[config.mk]
export PLATFORM = sky130hd
export DESIGN_NAME = pulse_line_codec
export DESIGN_NICKNAME = d
export VERILOG_FILES = /design/src/hw/sym_fifo.v /design/src/hw/pulse_tx.v /design/src/hw/pulse_line_codec.v
export VERILOG_INCLUDE_DIRS = /design/src /design/src/shared
export SDC_FILE = /design/constraint.sdc
export NUM_CORES = 1
export LEC_CHECK = 0
export ABC_AREA = 1
export ABC_CLOCK_PERIOD_IN_PS = 1900
export BUFFER_PORTS_ARGS = -buffer_cell sky130_fd_sc_hd__buf_4
export CORE_ASPECT_RATIO = 0.9
export CORE_UTILIZATION = 25
export CTS_CLUSTER_DIAMETER = 150
export CTS_CLUSTER_SIZE = 30
export DETAILED_ROUTE_END_ITERATION = 8
export SYNTH_ARGS = -nofsm -noshare
export SYNTH_HDL_FRONTEND = slang
export SYNTH_SLANG_ARGS = --single-unit
[constraint.sdc]
create_clock -name clock_i -period 1.9 [get_ports clock_i]
set_clock_uncertainty 0.2 [all_clocks]
set_input_delay 0.38 -clock clock_i [delete_from_list [all_inputs] [get_ports clock_i]]
set_output_delay 0.38 -clock clock_i [all_outputs]
set_load 0.02 [all_outputs]
[src/shared/pulse_codec_consts.vh]
// Purpose: constants for the isolated pulse line codec
// Assumes: 100 MHz core clock
// Notes:   times in ns, cycle counts derived from the clock period
`ifndef PULSE_CODEC_CONSTS_VH
`define PULSE_CODEC_CONSTS_VH
`define CLK_PERIOD_NS      8'h0A
`define LONG_HALF_NS       8'h96
`define SHORT_HALF_NS      8'h32
`define LONG_HALF_CYC      (`LONG_HALF_NS / `CLK_PERIOD_NS)
`define SHORT_HALF_CYC     (`SHORT_HALF_NS / `CLK_PERIOD_NS)
`define THRESH_CYC         ((`LONG_HALF_CYC + `SHORT_HALF_CYC) / 8'h02)
`define MATCH_TOL_CYC      8'h02
`define MAX_HALF_CYC       (`LONG_HALF_CYC + `MATCH_TOL_CYC)
`define ECHO_HOLD_CYC      3'h6
`define HALF_CNT_W         8
`define SYM_W              2
`define SYM_LONG_POS       2'h0
`define SYM_LONG_NEG       2'h1
`define SYM_SHORT_POS      2'h2
`define SYM_SHORT_NEG      2'h3
`define FIFO_DEPTH         4
`define FIFO_AW            2
`define STRAP_RESET        1'b0
`endif

[src/hw/sym_fifo.v]
// Purpose: small symbol FIFO between event capture and pulse transmitter
// Assumes: single clock, synchronous active-high reset
// Notes:   read data is registered; depth is a power of two
`timescale 1ns/1ps
module sym_fifo #(
  parameter WIDTH = 2,
  parameter DEPTH = 4,
  parameter AW    = 2
) (
  input  wire             clock_i,
  input  wire             reset_i,
  input  wire [WIDTH-1:0] in_data_i,
  input  wire             in_valid_i,
  output wire             in_ready_o,
  output reg  [WIDTH-1:0] out_data_o,
  output reg              out_valid_o,
  input  wire             out_ready_i
);
  reg [WIDTH-1:0] mem_reg [0:DEPTH-1];
  reg [AW:0]      wr_ptr_reg;
  reg [AW:0]      rd_ptr_reg;
  wire            empty;
  wire            full;
  wire            push;
  wire            pop;
  assign empty = (wr_ptr_reg == rd_ptr_reg);
  assign full  = (wr_ptr_reg[AW] != rd_ptr_reg[AW]) &&
                 (wr_ptr_reg[AW-1:0] == rd_ptr_reg[AW-1:0]);
  assign in_ready_o = !full;
  assign push = in_valid_i && !full;
  // output register refills when empty or consumed
  assign pop = !empty && (!out_valid_o || out_ready_i);
  always @(posedge clock_i) begin
    if (reset_i) begin
      wr_ptr_reg  <= {(AW+1){1'b0}};
      rd_ptr_reg  <= {(AW+1){1'b0}};
      out_valid_o <= 1'b0;
      out_data_o  <= {WIDTH{1'b0}};
    end else begin
      if (push) begin
        mem_reg[wr_ptr_reg[AW-1:0]] <= in_data_i;
        wr_ptr_reg <= wr_ptr_reg + 1'b1;
      end
      if (pop) begin
        out_data_o  <= mem_reg[rd_ptr_reg[AW-1:0]];
        out_valid_o <= 1'b1;
        rd_ptr_reg  <= rd_ptr_reg + 1'b1;
      end else if (out_ready_i) begin
        out_valid_o <= 1'b0;
      end
    end
  end
endmodule

[src/hw/pulse_tx.v]
// Purpose: doublet pulse transmitter driving the two line drivers
// Assumes: symbols arrive with valid/ready; one symbol at a time
// Notes:   both drivers off between symbols; idle state gives at least a one-cycle gap
`timescale 1ns/1ps
`include "pulse_codec_consts.vh"
module pulse_tx (
  input  wire                   clock_i,
  input  wire                   reset_i,
  input  wire [`SYM_W-1:0]      sym_i,
  input  wire                   sym_valid_i,
  output wire                   sym_ready_o,
  output reg                    src_pos_o,
  output reg                    src_neg_o,
  output reg                    busy_o
);
  localparam S_IDLE   = 3'b001;
  localparam S_FIRST  = 3'b010;
  localparam S_SECOND = 3'b100;
  reg [2:0]             state_reg;
  reg [`HALF_CNT_W-1:0] cnt_reg;
  reg [`HALF_CNT_W-1:0] half_reg;
  reg                   pos_first_reg;
  wire                  take;
  assign sym_ready_o = (state_reg == S_IDLE);
  assign take = sym_valid_i && sym_ready_o;
  // one half width per symbol, equal halves keep dc balance
  function [`HALF_CNT_W-1:0] half_len;
    input [`SYM_W-1:0] s;
    begin
      if (s == `SYM_LONG_POS || s == `SYM_LONG_NEG)
        half_len = `LONG_HALF_CYC;                   // [RULE7]
      else
        half_len = `SHORT_HALF_CYC;                  // [RULE7]
    end
  endfunction
  always @(posedge clock_i) begin
    if (reset_i) begin
      state_reg     <= S_IDLE;
      cnt_reg       <= {`HALF_CNT_W{1'b0}};
      half_reg      <= {`HALF_CNT_W{1'b0}};
      pos_first_reg <= 1'b0;
      src_pos_o     <= 1'b0;
      src_neg_o     <= 1'b0;
      busy_o        <= 1'b0;
    end else begin
      case (state_reg)
        S_IDLE: begin
          src_pos_o <= 1'b0;                         // [RULE4]
          src_neg_o <= 1'b0;
          busy_o    <= 1'b0;
          if (take) begin
            pos_first_reg <= (sym_i == `SYM_LONG_POS) ||
                             (sym_i == `SYM_SHORT_POS);
            half_reg  <= half_len(sym_i);
            cnt_reg   <= half_len(sym_i) - 1'b1;
            src_pos_o <= (sym_i == `SYM_LONG_POS) ||
                         (sym_i == `SYM_SHORT_POS);   // [RULE5]
            src_neg_o <= (sym_i == `SYM_LONG_NEG) ||
                         (sym_i == `SYM_SHORT_NEG);   // [RULE6]
            busy_o    <= 1'b1;
            state_reg <= S_FIRST;
          end
        end
        S_FIRST: begin
          if (cnt_reg == {`HALF_CNT_W{1'b0}}) begin
            // second half reversed, same length
            src_pos_o <= !pos_first_reg;             // [RULE3] [RULE8]
            src_neg_o <= pos_first_reg;
            cnt_reg   <= half_reg - 1'b1;            // [RULE8]
            state_reg <= S_SECOND;
          end else begin
            cnt_reg <= cnt_reg - 1'b1;
          end
        end
        S_SECOND: begin
          if (cnt_reg == {`HALF_CNT_W{1'b0}}) begin
            src_pos_o <= 1'b0;                       // [RULE5] [RULE6]
            src_neg_o <= 1'b0;
            busy_o    <= 1'b0;
            state_reg <= S_IDLE;
          end else begin
            cnt_reg <= cnt_reg - 1'b1;
          end
        end
        default: begin
          state_reg <= S_IDLE;
          src_pos_o <= 1'b0;
          src_neg_o <= 1'b0;
        end
      endcase
    end
  end
endmodule

[src/hw/pulse_line_codec.v]
// Purpose: pulse line codec, upstream slave port and downstream master
// Assumes: line comparators deliver digital pos/neg levels; 100 MHz clock
// Notes:   drivers are source/sink enables; the analog side is external
`timescale 1ns/1ps
`include "pulse_codec_consts.vh"
// Summary of operation
// RULE1 - downstream port is always a two-wire pulse master, no 4-wire mode
// RULE2 - upstream port is slave; strap picks two-wire pulses or 4-wire SPI
// RULE3 - transmitter makes positive, negative or off line states only
// RULE4 - drivers off when no pulse is sent, line rests at zero
// RULE5 - plus-one symbol is positive half then equal negative half
// RULE6 - minus-one symbol is negative half then equal positive half
// RULE7 - four symbols; long halves 150 ns, short halves 50 ns
// RULE8 - symbol lasts twice its half width, halves symmetric
// RULE9 - bias reference on only while some pulse port is active
// RULE10 - in 4-wire mode host SPI events are relayed as downstream pulses
// RULE11 - upstream two-wire port tolerates multi-drop shared link
// RULE12 - cs rise long+1, cs fall long-1, clock rise short by data
// RULE13 - slave decodes pulses to cs and data; zero read bit replies short-1
// RULE14 - slave never sends long or plus-one; no reply means one
// RULE15 - receiver classifies by first half polarity and length threshold
// RULE16 - unmatched first half is discarded with no event
module pulse_line_codec (
  input  wire clock_i,
  input  wire reset_i,
  input  wire link_mode_strap_i,
  input  wire spi_cs_n_i,
  input  wire spi_sck_i,
  input  wire spi_sdi_i,
  output reg  spi_sdo_o,
  output reg  spi_sdo_oe_n_o,
  input  wire up_pos_line_i,
  input  wire up_neg_line_i,
  output reg  up_pos_src_o,
  output reg  up_neg_src_o,
  output reg  dn_pos_src_o,
  output reg  dn_neg_src_o,
  output reg  int_chip_select_n_o,
  output reg  int_sdi_o,
  output reg  int_sck_pulse_o,
  input  wire int_sdo_i,
  input  wire int_read_active_i,
  input  wire idle_i,
  output reg  bias_reference_en_o,
  output reg  pulse_mode_o,
  output reg  event_drop_o
);
  localparam R_IDLE  = 3'b001;
  localparam R_FIRST = 3'b010;
  localparam R_SEC   = 3'b100;
  // three-stage synchronisers, the first stage feeds only the second
  reg [2:0]             cs_sync_reg;
  reg [2:0]             sck_sync_reg;
  reg [2:0]             sdi_sync_reg;
  reg [2:0]             up_p_sync_reg;
  reg [2:0]             up_n_sync_reg;
  reg [2:0]             strap_sync_reg;
  reg                   cs_q_reg;
  reg                   sck_q_reg;
  reg                   sdi_q_reg;
  reg                   up_p_q_reg;
  reg                   up_n_q_reg;
  reg                   strap_q_reg;
  reg [2:0]             rx_state_reg;
  reg [`HALF_CNT_W-1:0] first_cnt_reg;
  reg [`HALF_CNT_W-1:0] sec_cnt_reg;
  reg                   first_pos_reg;
  reg                   reply_pending_reg;
  reg [2:0]             echo_hold_reg;
  reg [`SYM_W-1:0]      ev_sym;
  reg                   ev_valid;
  wire                  fifo_ready;
  wire [`SYM_W-1:0]     tx_sym;
  wire                  tx_valid;
  wire                  tx_ready;
  wire                  dn_pos_w;
  wire                  dn_neg_w;
  wire                  dn_busy;
  wire                  up_rep_ready;
  wire                  up_rep_pos;
  wire                  up_rep_neg;
  wire                  up_rep_busy;
  wire                  spi_mode;
  wire                  cs_rise;
  wire                  cs_fall;
  wire                  sck_rise;
  wire                  line_pos;
  wire                  line_neg;
  wire                  is_long_first;
  wire                  sec_ok;
  // a level counts once stages two and three agree
  function filt;
    input [2:0] s;
    input       prev;
    begin
      filt = (s[1] == s[2]) ? s[2] : prev;
    end
  endfunction
  always @(posedge clock_i) begin
    if (reset_i) begin
      cs_sync_reg    <= 3'h7;
      sck_sync_reg   <= 3'h7;
      sdi_sync_reg   <= 3'h0;
      up_p_sync_reg  <= 3'h0;
      up_n_sync_reg  <= 3'h0;
      strap_sync_reg <= 3'h0;
      cs_q_reg       <= 1'b1;
      sck_q_reg      <= 1'b1;
      sdi_q_reg      <= 1'b0;
      up_p_q_reg     <= 1'b0;
      up_n_q_reg     <= 1'b0;
      strap_q_reg    <= `STRAP_RESET;
    end else begin
      cs_sync_reg    <= {cs_sync_reg[1:0], spi_cs_n_i};
      sck_sync_reg   <= {sck_sync_reg[1:0], spi_sck_i};
      sdi_sync_reg   <= {sdi_sync_reg[1:0], spi_sdi_i};
      up_p_sync_reg  <= {up_p_sync_reg[1:0], up_pos_line_i};
      up_n_sync_reg  <= {up_n_sync_reg[1:0], up_neg_line_i};
      strap_sync_reg <= {strap_sync_reg[1:0], link_mode_strap_i};
      cs_q_reg       <= filt(cs_sync_reg, cs_q_reg);
      sck_q_reg      <= filt(sck_sync_reg, sck_q_reg);
      sdi_q_reg      <= filt(sdi_sync_reg, sdi_q_reg);
      up_p_q_reg     <= filt(up_p_sync_reg, up_p_q_reg);
      up_n_q_reg     <= filt(up_n_sync_reg, up_n_q_reg);
      strap_q_reg    <= filt(strap_sync_reg, strap_q_reg);
    end
  end
  // strap low selects 4-wire SPI, high selects two-wire pulses
  assign spi_mode = !strap_q_reg;                     // [RULE2]
  assign cs_fall  = spi_mode && cs_q_reg && !filt(cs_sync_reg, cs_q_reg);
  assign cs_rise  = spi_mode && !cs_q_reg && filt(cs_sync_reg, cs_q_reg);
  assign sck_rise = spi_mode && !cs_q_reg && !sck_q_reg &&
                    filt(sck_sync_reg, sck_q_reg);
  // both lines high at once is not a legal state, treat as neither
  assign line_pos = up_p_q_reg && !up_n_q_reg;
  assign line_neg = up_n_q_reg && !up_p_q_reg;
  assign is_long_first = (first_cnt_reg >= `THRESH_CYC);      // [RULE15]
  assign sec_ok = is_long_first ? (sec_cnt_reg >= `THRESH_CYC)
                                : (sec_cnt_reg <  `THRESH_CYC);
  // spi events into symbols for the downstream master
  always @* begin
    ev_valid = 1'b0;
    ev_sym   = `SYM_LONG_POS;
    if (cs_rise) begin
      ev_valid = 1'b1;
      ev_sym   = `SYM_LONG_POS;                       // [RULE12] [RULE10]
    end else if (cs_fall) begin
      ev_valid = 1'b1;
      ev_sym   = `SYM_LONG_NEG;                       // [RULE12] [RULE10]
    end else if (sck_rise) begin
      ev_valid = 1'b1;
      ev_sym   = filt(sdi_sync_reg, sdi_q_reg) ? `SYM_SHORT_POS
                                               : `SYM_SHORT_NEG; // [RULE12]
    end
  end
  sym_fifo #(
    .WIDTH(`SYM_W),
    .DEPTH(`FIFO_DEPTH),
    .AW   (`FIFO_AW)
  ) u_fifo (
    .clock_i    (clock_i),
    .reset_i    (reset_i),
    .in_data_i  (ev_sym),
    .in_valid_i (ev_valid),
    .in_ready_o (fifo_ready),
    .out_data_o (tx_sym),
    .out_valid_o(tx_valid),
    .out_ready_i(tx_ready)
  );
  // downstream port is always a pulse master
  pulse_tx u_dn_tx (                                  // [RULE1]
    .clock_i    (clock_i),
    .reset_i    (reset_i),
    .sym_i      (tx_sym),
    .sym_valid_i(tx_valid),
    .sym_ready_o(tx_ready),
    .src_pos_o  (dn_pos_w),
    .src_neg_o  (dn_neg_w),
    .busy_o     (dn_busy)
  );
  // upstream reply transmitter only ever gets short minus-one
  pulse_tx u_up_tx (
    .clock_i    (clock_i),
    .reset_i    (reset_i),
    .sym_i      (`SYM_SHORT_NEG),                     // [RULE14]
    .sym_valid_i(reply_pending_reg),
    .sym_ready_o(up_rep_ready),
    .src_pos_o  (up_rep_pos),
    .src_neg_o  (up_rep_neg),
    .busy_o     (up_rep_busy)
  );
  // pulse receiver on the upstream slave port
  always @(posedge clock_i) begin
    if (reset_i) begin
      rx_state_reg        <= R_IDLE;
      first_cnt_reg       <= {`HALF_CNT_W{1'b0}};
      sec_cnt_reg         <= {`HALF_CNT_W{1'b0}};
      first_pos_reg       <= 1'b0;
      int_chip_select_n_o <= 1'b1;
      int_sdi_o           <= 1'b0;
      int_sck_pulse_o     <= 1'b0;
      reply_pending_reg   <= 1'b0;
      echo_hold_reg       <= 3'h0;
      event_drop_o        <= 1'b0;
    end else begin
      int_sck_pulse_o <= 1'b0;
      event_drop_o    <= 1'b0;
      if (reply_pending_reg && up_rep_ready)
        reply_pending_reg <= 1'b0;
      // own reply echo outlasts busy by the synchroniser and output delay
      if (up_rep_busy)
        echo_hold_reg <= `ECHO_HOLD_CYC;
      else if (echo_hold_reg != 3'h0)
        echo_hold_reg <= echo_hold_reg - 3'h1;
      if (spi_mode) begin
        // 4-wire mode: internal port follows the pins directly
        rx_state_reg        <= R_IDLE;
        int_chip_select_n_o <= cs_q_reg;
        int_sdi_o           <= sdi_q_reg;
        int_sck_pulse_o     <= sck_rise;
      end else begin
        case (rx_state_reg)
          R_IDLE: begin
            // own reply echo is ignored while it is on the line
            if ((line_pos || line_neg) && !up_rep_busy &&
                echo_hold_reg == 3'h0) begin
              first_pos_reg <= line_pos;               // [RULE15]
              first_cnt_reg <= {{(`HALF_CNT_W-1){1'b0}}, 1'b1};
              rx_state_reg  <= R_FIRST;
            end
          end
          R_FIRST: begin
            if ((first_pos_reg && line_pos) ||
                (!first_pos_reg && line_neg)) begin
              if (first_cnt_reg >= `MAX_HALF_CYC) begin
                event_drop_o <= 1'b1;                  // [RULE16]
                rx_state_reg <= R_IDLE;
              end else begin
                first_cnt_reg <= first_cnt_reg + 1'b1;
              end
            end else if ((first_pos_reg && line_neg) ||
                         (!first_pos_reg && line_pos)) begin
              sec_cnt_reg  <= {{(`HALF_CNT_W-1){1'b0}}, 1'b1};
              rx_state_reg <= R_SEC;
            end else begin
              event_drop_o <= 1'b1;                    // [RULE16]
              rx_state_reg <= R_IDLE;
            end
          end
          R_SEC: begin
            if ((first_pos_reg && line_neg) ||
                (!first_pos_reg && line_pos)) begin
              if (sec_cnt_reg >= `MAX_HALF_CYC) begin
                event_drop_o <= 1'b1;                  // [RULE16]
                rx_state_reg <= R_IDLE;
              end else begin
                sec_cnt_reg <= sec_cnt_reg + 1'b1;
              end
            end else begin
              rx_state_reg <= R_IDLE;
              if (!sec_ok) begin
                event_drop_o <= 1'b1;                  // [RULE16]
              end else if (is_long_first) begin
                int_chip_select_n_o <= first_pos_reg;  // [RULE13]
              end else begin
                int_sdi_o       <= first_pos_reg;      // [RULE13]
                int_sck_pulse_o <= 1'b1;
                // reply only on zero, silence reads as one
                if (int_read_active_i && !int_sdo_i &&
                    !int_chip_select_n_o)
                  reply_pending_reg <= 1'b1;           // [RULE13] [RULE14]
              end
            end
          end
          default: rx_state_reg <= R_IDLE;
        endcase
      end
    end
  end
  // outputs registered; upstream drivers stay off in 4-wire mode
  always @(posedge clock_i) begin
    if (reset_i) begin
      up_pos_src_o        <= 1'b0;
      up_neg_src_o        <= 1'b0;
      dn_pos_src_o        <= 1'b0;
      dn_neg_src_o        <= 1'b0;
      spi_sdo_o           <= 1'b0;
      spi_sdo_oe_n_o      <= 1'b1;
      bias_reference_en_o <= 1'b0;
      pulse_mode_o        <= 1'b0;
    end else begin
      // multi-drop: drivers off except during own reply
      up_pos_src_o   <= !spi_mode && up_rep_pos;       // [RULE11] [RULE4]
      up_neg_src_o   <= !spi_mode && up_rep_neg;       // [RULE11]
      dn_pos_src_o   <= dn_pos_w;                      // [RULE3]
      dn_neg_src_o   <= dn_neg_w;                      // [RULE3]
      // open drain: drive low only for a zero bit
      spi_sdo_o      <= 1'b0;
      spi_sdo_oe_n_o <= !(spi_mode && !cs_q_reg && !int_sdo_i);
      bias_reference_en_o <= !idle_i;                  // [RULE9]
      pulse_mode_o   <= !spi_mode;
    end
  end
endmodule

==> impl_results.md <==
* Switching part of the total at 0.343
* Post-place instance area at 0.00586 mm^2
* Placer Congestion at 0.821
* Clock transition at path regs at 80 ps
* Crit. End Element: flip-flop
* PD cells at 990 mW/mm^2
* First-pass GRT wire length at 18.5 mm
* Crit start category: flip-flop
* Nets@finish at 806
* Final WL at 11.0 mm
* Die width at 155 um
* Min cycle time layout at 1810 ps
* Worst VDD drop at 0.486 mV
* DP Worst Slack at 55.7 ps
* Clk pwr share at 0.302
* Power share of the combinational group at 0.278
* Final Hold Fails at 0
* Cells along the critical path: inv_1, ha_1, nor2_1, nand3_2, o211ai_4, buf_4, nand3_1, a21oi_1
* Most frequent cells in the layout: nand2_1, nor2_1, inv_1, dfxtp_1, nand3_1
* Slowest stage delay, CP at 370 ps
* Initial Util at 0.255
* Post-synthesis cell area at 0.00530 mm^2
* TritonCTS buffer count at 9
* Syn Inst Count at 725
* Status: complete, no violations
* Commonest non-fill, non-tap cell in the layout: nand2_1
* Core Rows at 50
* Largest net degree at the start of global routing at 24
* Clock Sinks at 107
* Die H at 140 um
* Syn. warnings at 0
* Max cap viols at 0
* Htree depth at 3
* CTS root buffer: clkbuf_16
* Total core area at 0.0208 mm^2
* DR pass1 iterations at 4
* Post-layout worst setup margin at 93.8 ps
* Total Routing Usage GR at 0.106
* Ys flop type: dfxtp_1
* CP arrival at 1910 ps
* Syn_area_per_cell at 7.31 um^2
* IO Port Bufs at 21
* Worst skew pair latency at 370 ps
* Seq pwr share at 0.420
* Starting DRT DRC Count at 271
* Synth area leaders: dfxtp_1, nand2_1, nor2_1
* Die area at 0.0218 mm^2
* Post-synth EDFFs at 8
* Peak Freq at 554 MHz
* # diodes at 0
* Lkg Pwr at 0.00269 uW
* Wire length per cell at 10.3 um
* Slew Limit Fails at 0
* Cell Int Power at 4110 uW
* Layout cells sized above 1 at 0.166
* Slowest cell on the critical path: dfxtp_2
* Area Growth Syn to Fin at 19.4%
* Asr flop ratio synth at 0
* Placed wire-length estimate at 7.92 mm
* Vias in the first global route at 3,972
* Vias per std cell at 4.13
* GRT overflow at 0
* Final setup viols at 0
* Hold crit path type: input port to flip-flop
* DRT antenna net count at 0
* Synth cell types at 43
* Mapped Nets at 760
* Req. time, crit path at 2010 ps
* # DRC at 0
* Area share of the largest cell type after synthesis at 0.374
* Largest area contributor in the netlist: dfxtp_1
* I/O Pins at 23
* Sequential share of the synthesized area at 0.419
* Worst-path fanout max at 6
* CTS tree: built
* Switch Pwr at 2150 uW
* FF+latch count, synth at 107
* Post-route clock period utilization at 0.951
* Initial antenna violation count at 0
* RSZ-0062 raised after global routing: yes
* Clock tree buffer depth at 2
* Via count at 4,389
* Final design area excluding fillers at 0.00633 mm^2
* WHS at 15.5 ps
* Setup CP Type: flip-flop to flip-flop
[critical path: cells and delay by family, from the launching register on]
kind	cells	cell delay (ps)
buffers and inverters	2	250
AOI/OAI and AO/OA	2	440
DFF	1	370
and+or+nand+nor	3	310
adders and majority gates	1	180
[per-stage QoR]
stage,total power (uW),instances,setup TNS (ps),util
CTS,6200,1057,0,0.300
global route,6770,1062,-222,0.305
finish,6260,1062,0,0.305
global placement,4250,1035,0,0.282
detailed placement,4250,1035,0,0.282
floorplan,3910,725,0,-
[repair_timing]
| action | in CTS | in global routing |
|---|---|---|
| setup buffers | 0 | 5 |
| setup endpoints to repair | 0 | 36 |
| resized for setup | 0 | 20 |
| endpoints found under the hold margin | 6 | 0 |
| hold buffers | 6 | 0 |
[layer usage]
| metal | vias up | track usage | wire, um |
|---|---|---|---|
| met1 | 1928 | 0.142 | 5610 |
| li1 | 2383 | - | - |
| met4 | 0 | 0.0310 | 138 |
| met5 | - | 0 | 0 |
| met3 | 12 | 0.0347 | 521 |
| met2 | 66 | 0.162 | 4700 |
[Yosys cell counts (2+ instances only)]
library cell and instances:
nand2_1 144, nor2_1 111, dfxtp_1 99, inv_1 99
nand3_1 54, a21oi_1 46, o21ai_0 30, ha_1 24
nand2_2 10, inv_2 9, edfxtp_1 8, xor2_1 7
buf_1 6, nand4_1 6, nor2_4 6, o21ai_1 6
or2_2 6, nand3_2 5, nor2_2 5, nor3_1 4
xnor2_1 4, buf_6 3, nand2_4 3, o211ai_1 3
a211oi_1 2, clkbuf_1 2, inv_4 2, nand3_4 2
nand3b_1 2, nor3b_1 2, o21ai_2 2, o22ai_1 2
[area by class of cell]
type | count | area [um^2]
fillers | 2299 | 14400
multi-input cells | 494 | 2620
flip-flops and latches | 107 | 2230
inverters | 111 | 425
repair buffers | 48 | 388
well taps | 286 | 358
clock buffers | 10 | 239
clock inverters | 6 | 67.6
[final timing paths]
| path | start | endpoint | slack, ps | depth (start not counted) |
|---|---|---|---|---|
| worst max-delay path | sec_cnt_reg[1] | sec_cnt_reg[3] | 90 | 8 |
| worst min-delay path | link_mode_strap_i | strap_sync_reg[0] | 20 | 3 |
| worst max register to register | sec_cnt_reg[1] | sec_cnt_reg[3] | 90 | 8 |
| worst min register to register | up_n_sync_reg[0] | up_n_sync_reg[1] | 200 | 2 |
[power groups by stage]
| stage | sequential, uW | combinational (uW) | clock, uW |
|---|---|---|---|
| floorplan | 2660 | 1260 | 0 |
| global placement | 2680 | 1570 | 0 |
| detailed placement | 2670 | 1580 | 0 |
| CTS | 2630 | 1600 | 1970 |
| global route | 2660 | 2040 | 2060 |
| finish | 2630 | 1740 | 1890 |
[cell families (layout without fill, tap and decap cells)]
kind of cell | count (synthesis) | in the layout | synth area share
AND/OR/NAND/NOR | 361 | 361 | 0.309
buffers and inverters | 124 | 175 | 0.0940
flip-flops | 107 | 107 | 0.419
AO/OA/AOI/OAI | 96 | 96 | 0.100
adder cells (fa/ha/maj) | 25 | 25 | 0.0585
XOR/XNOR | 11 | 11 | 0.0182
other | 1 | 1 | 0.000708
Power figures use the tool's default switching activity.
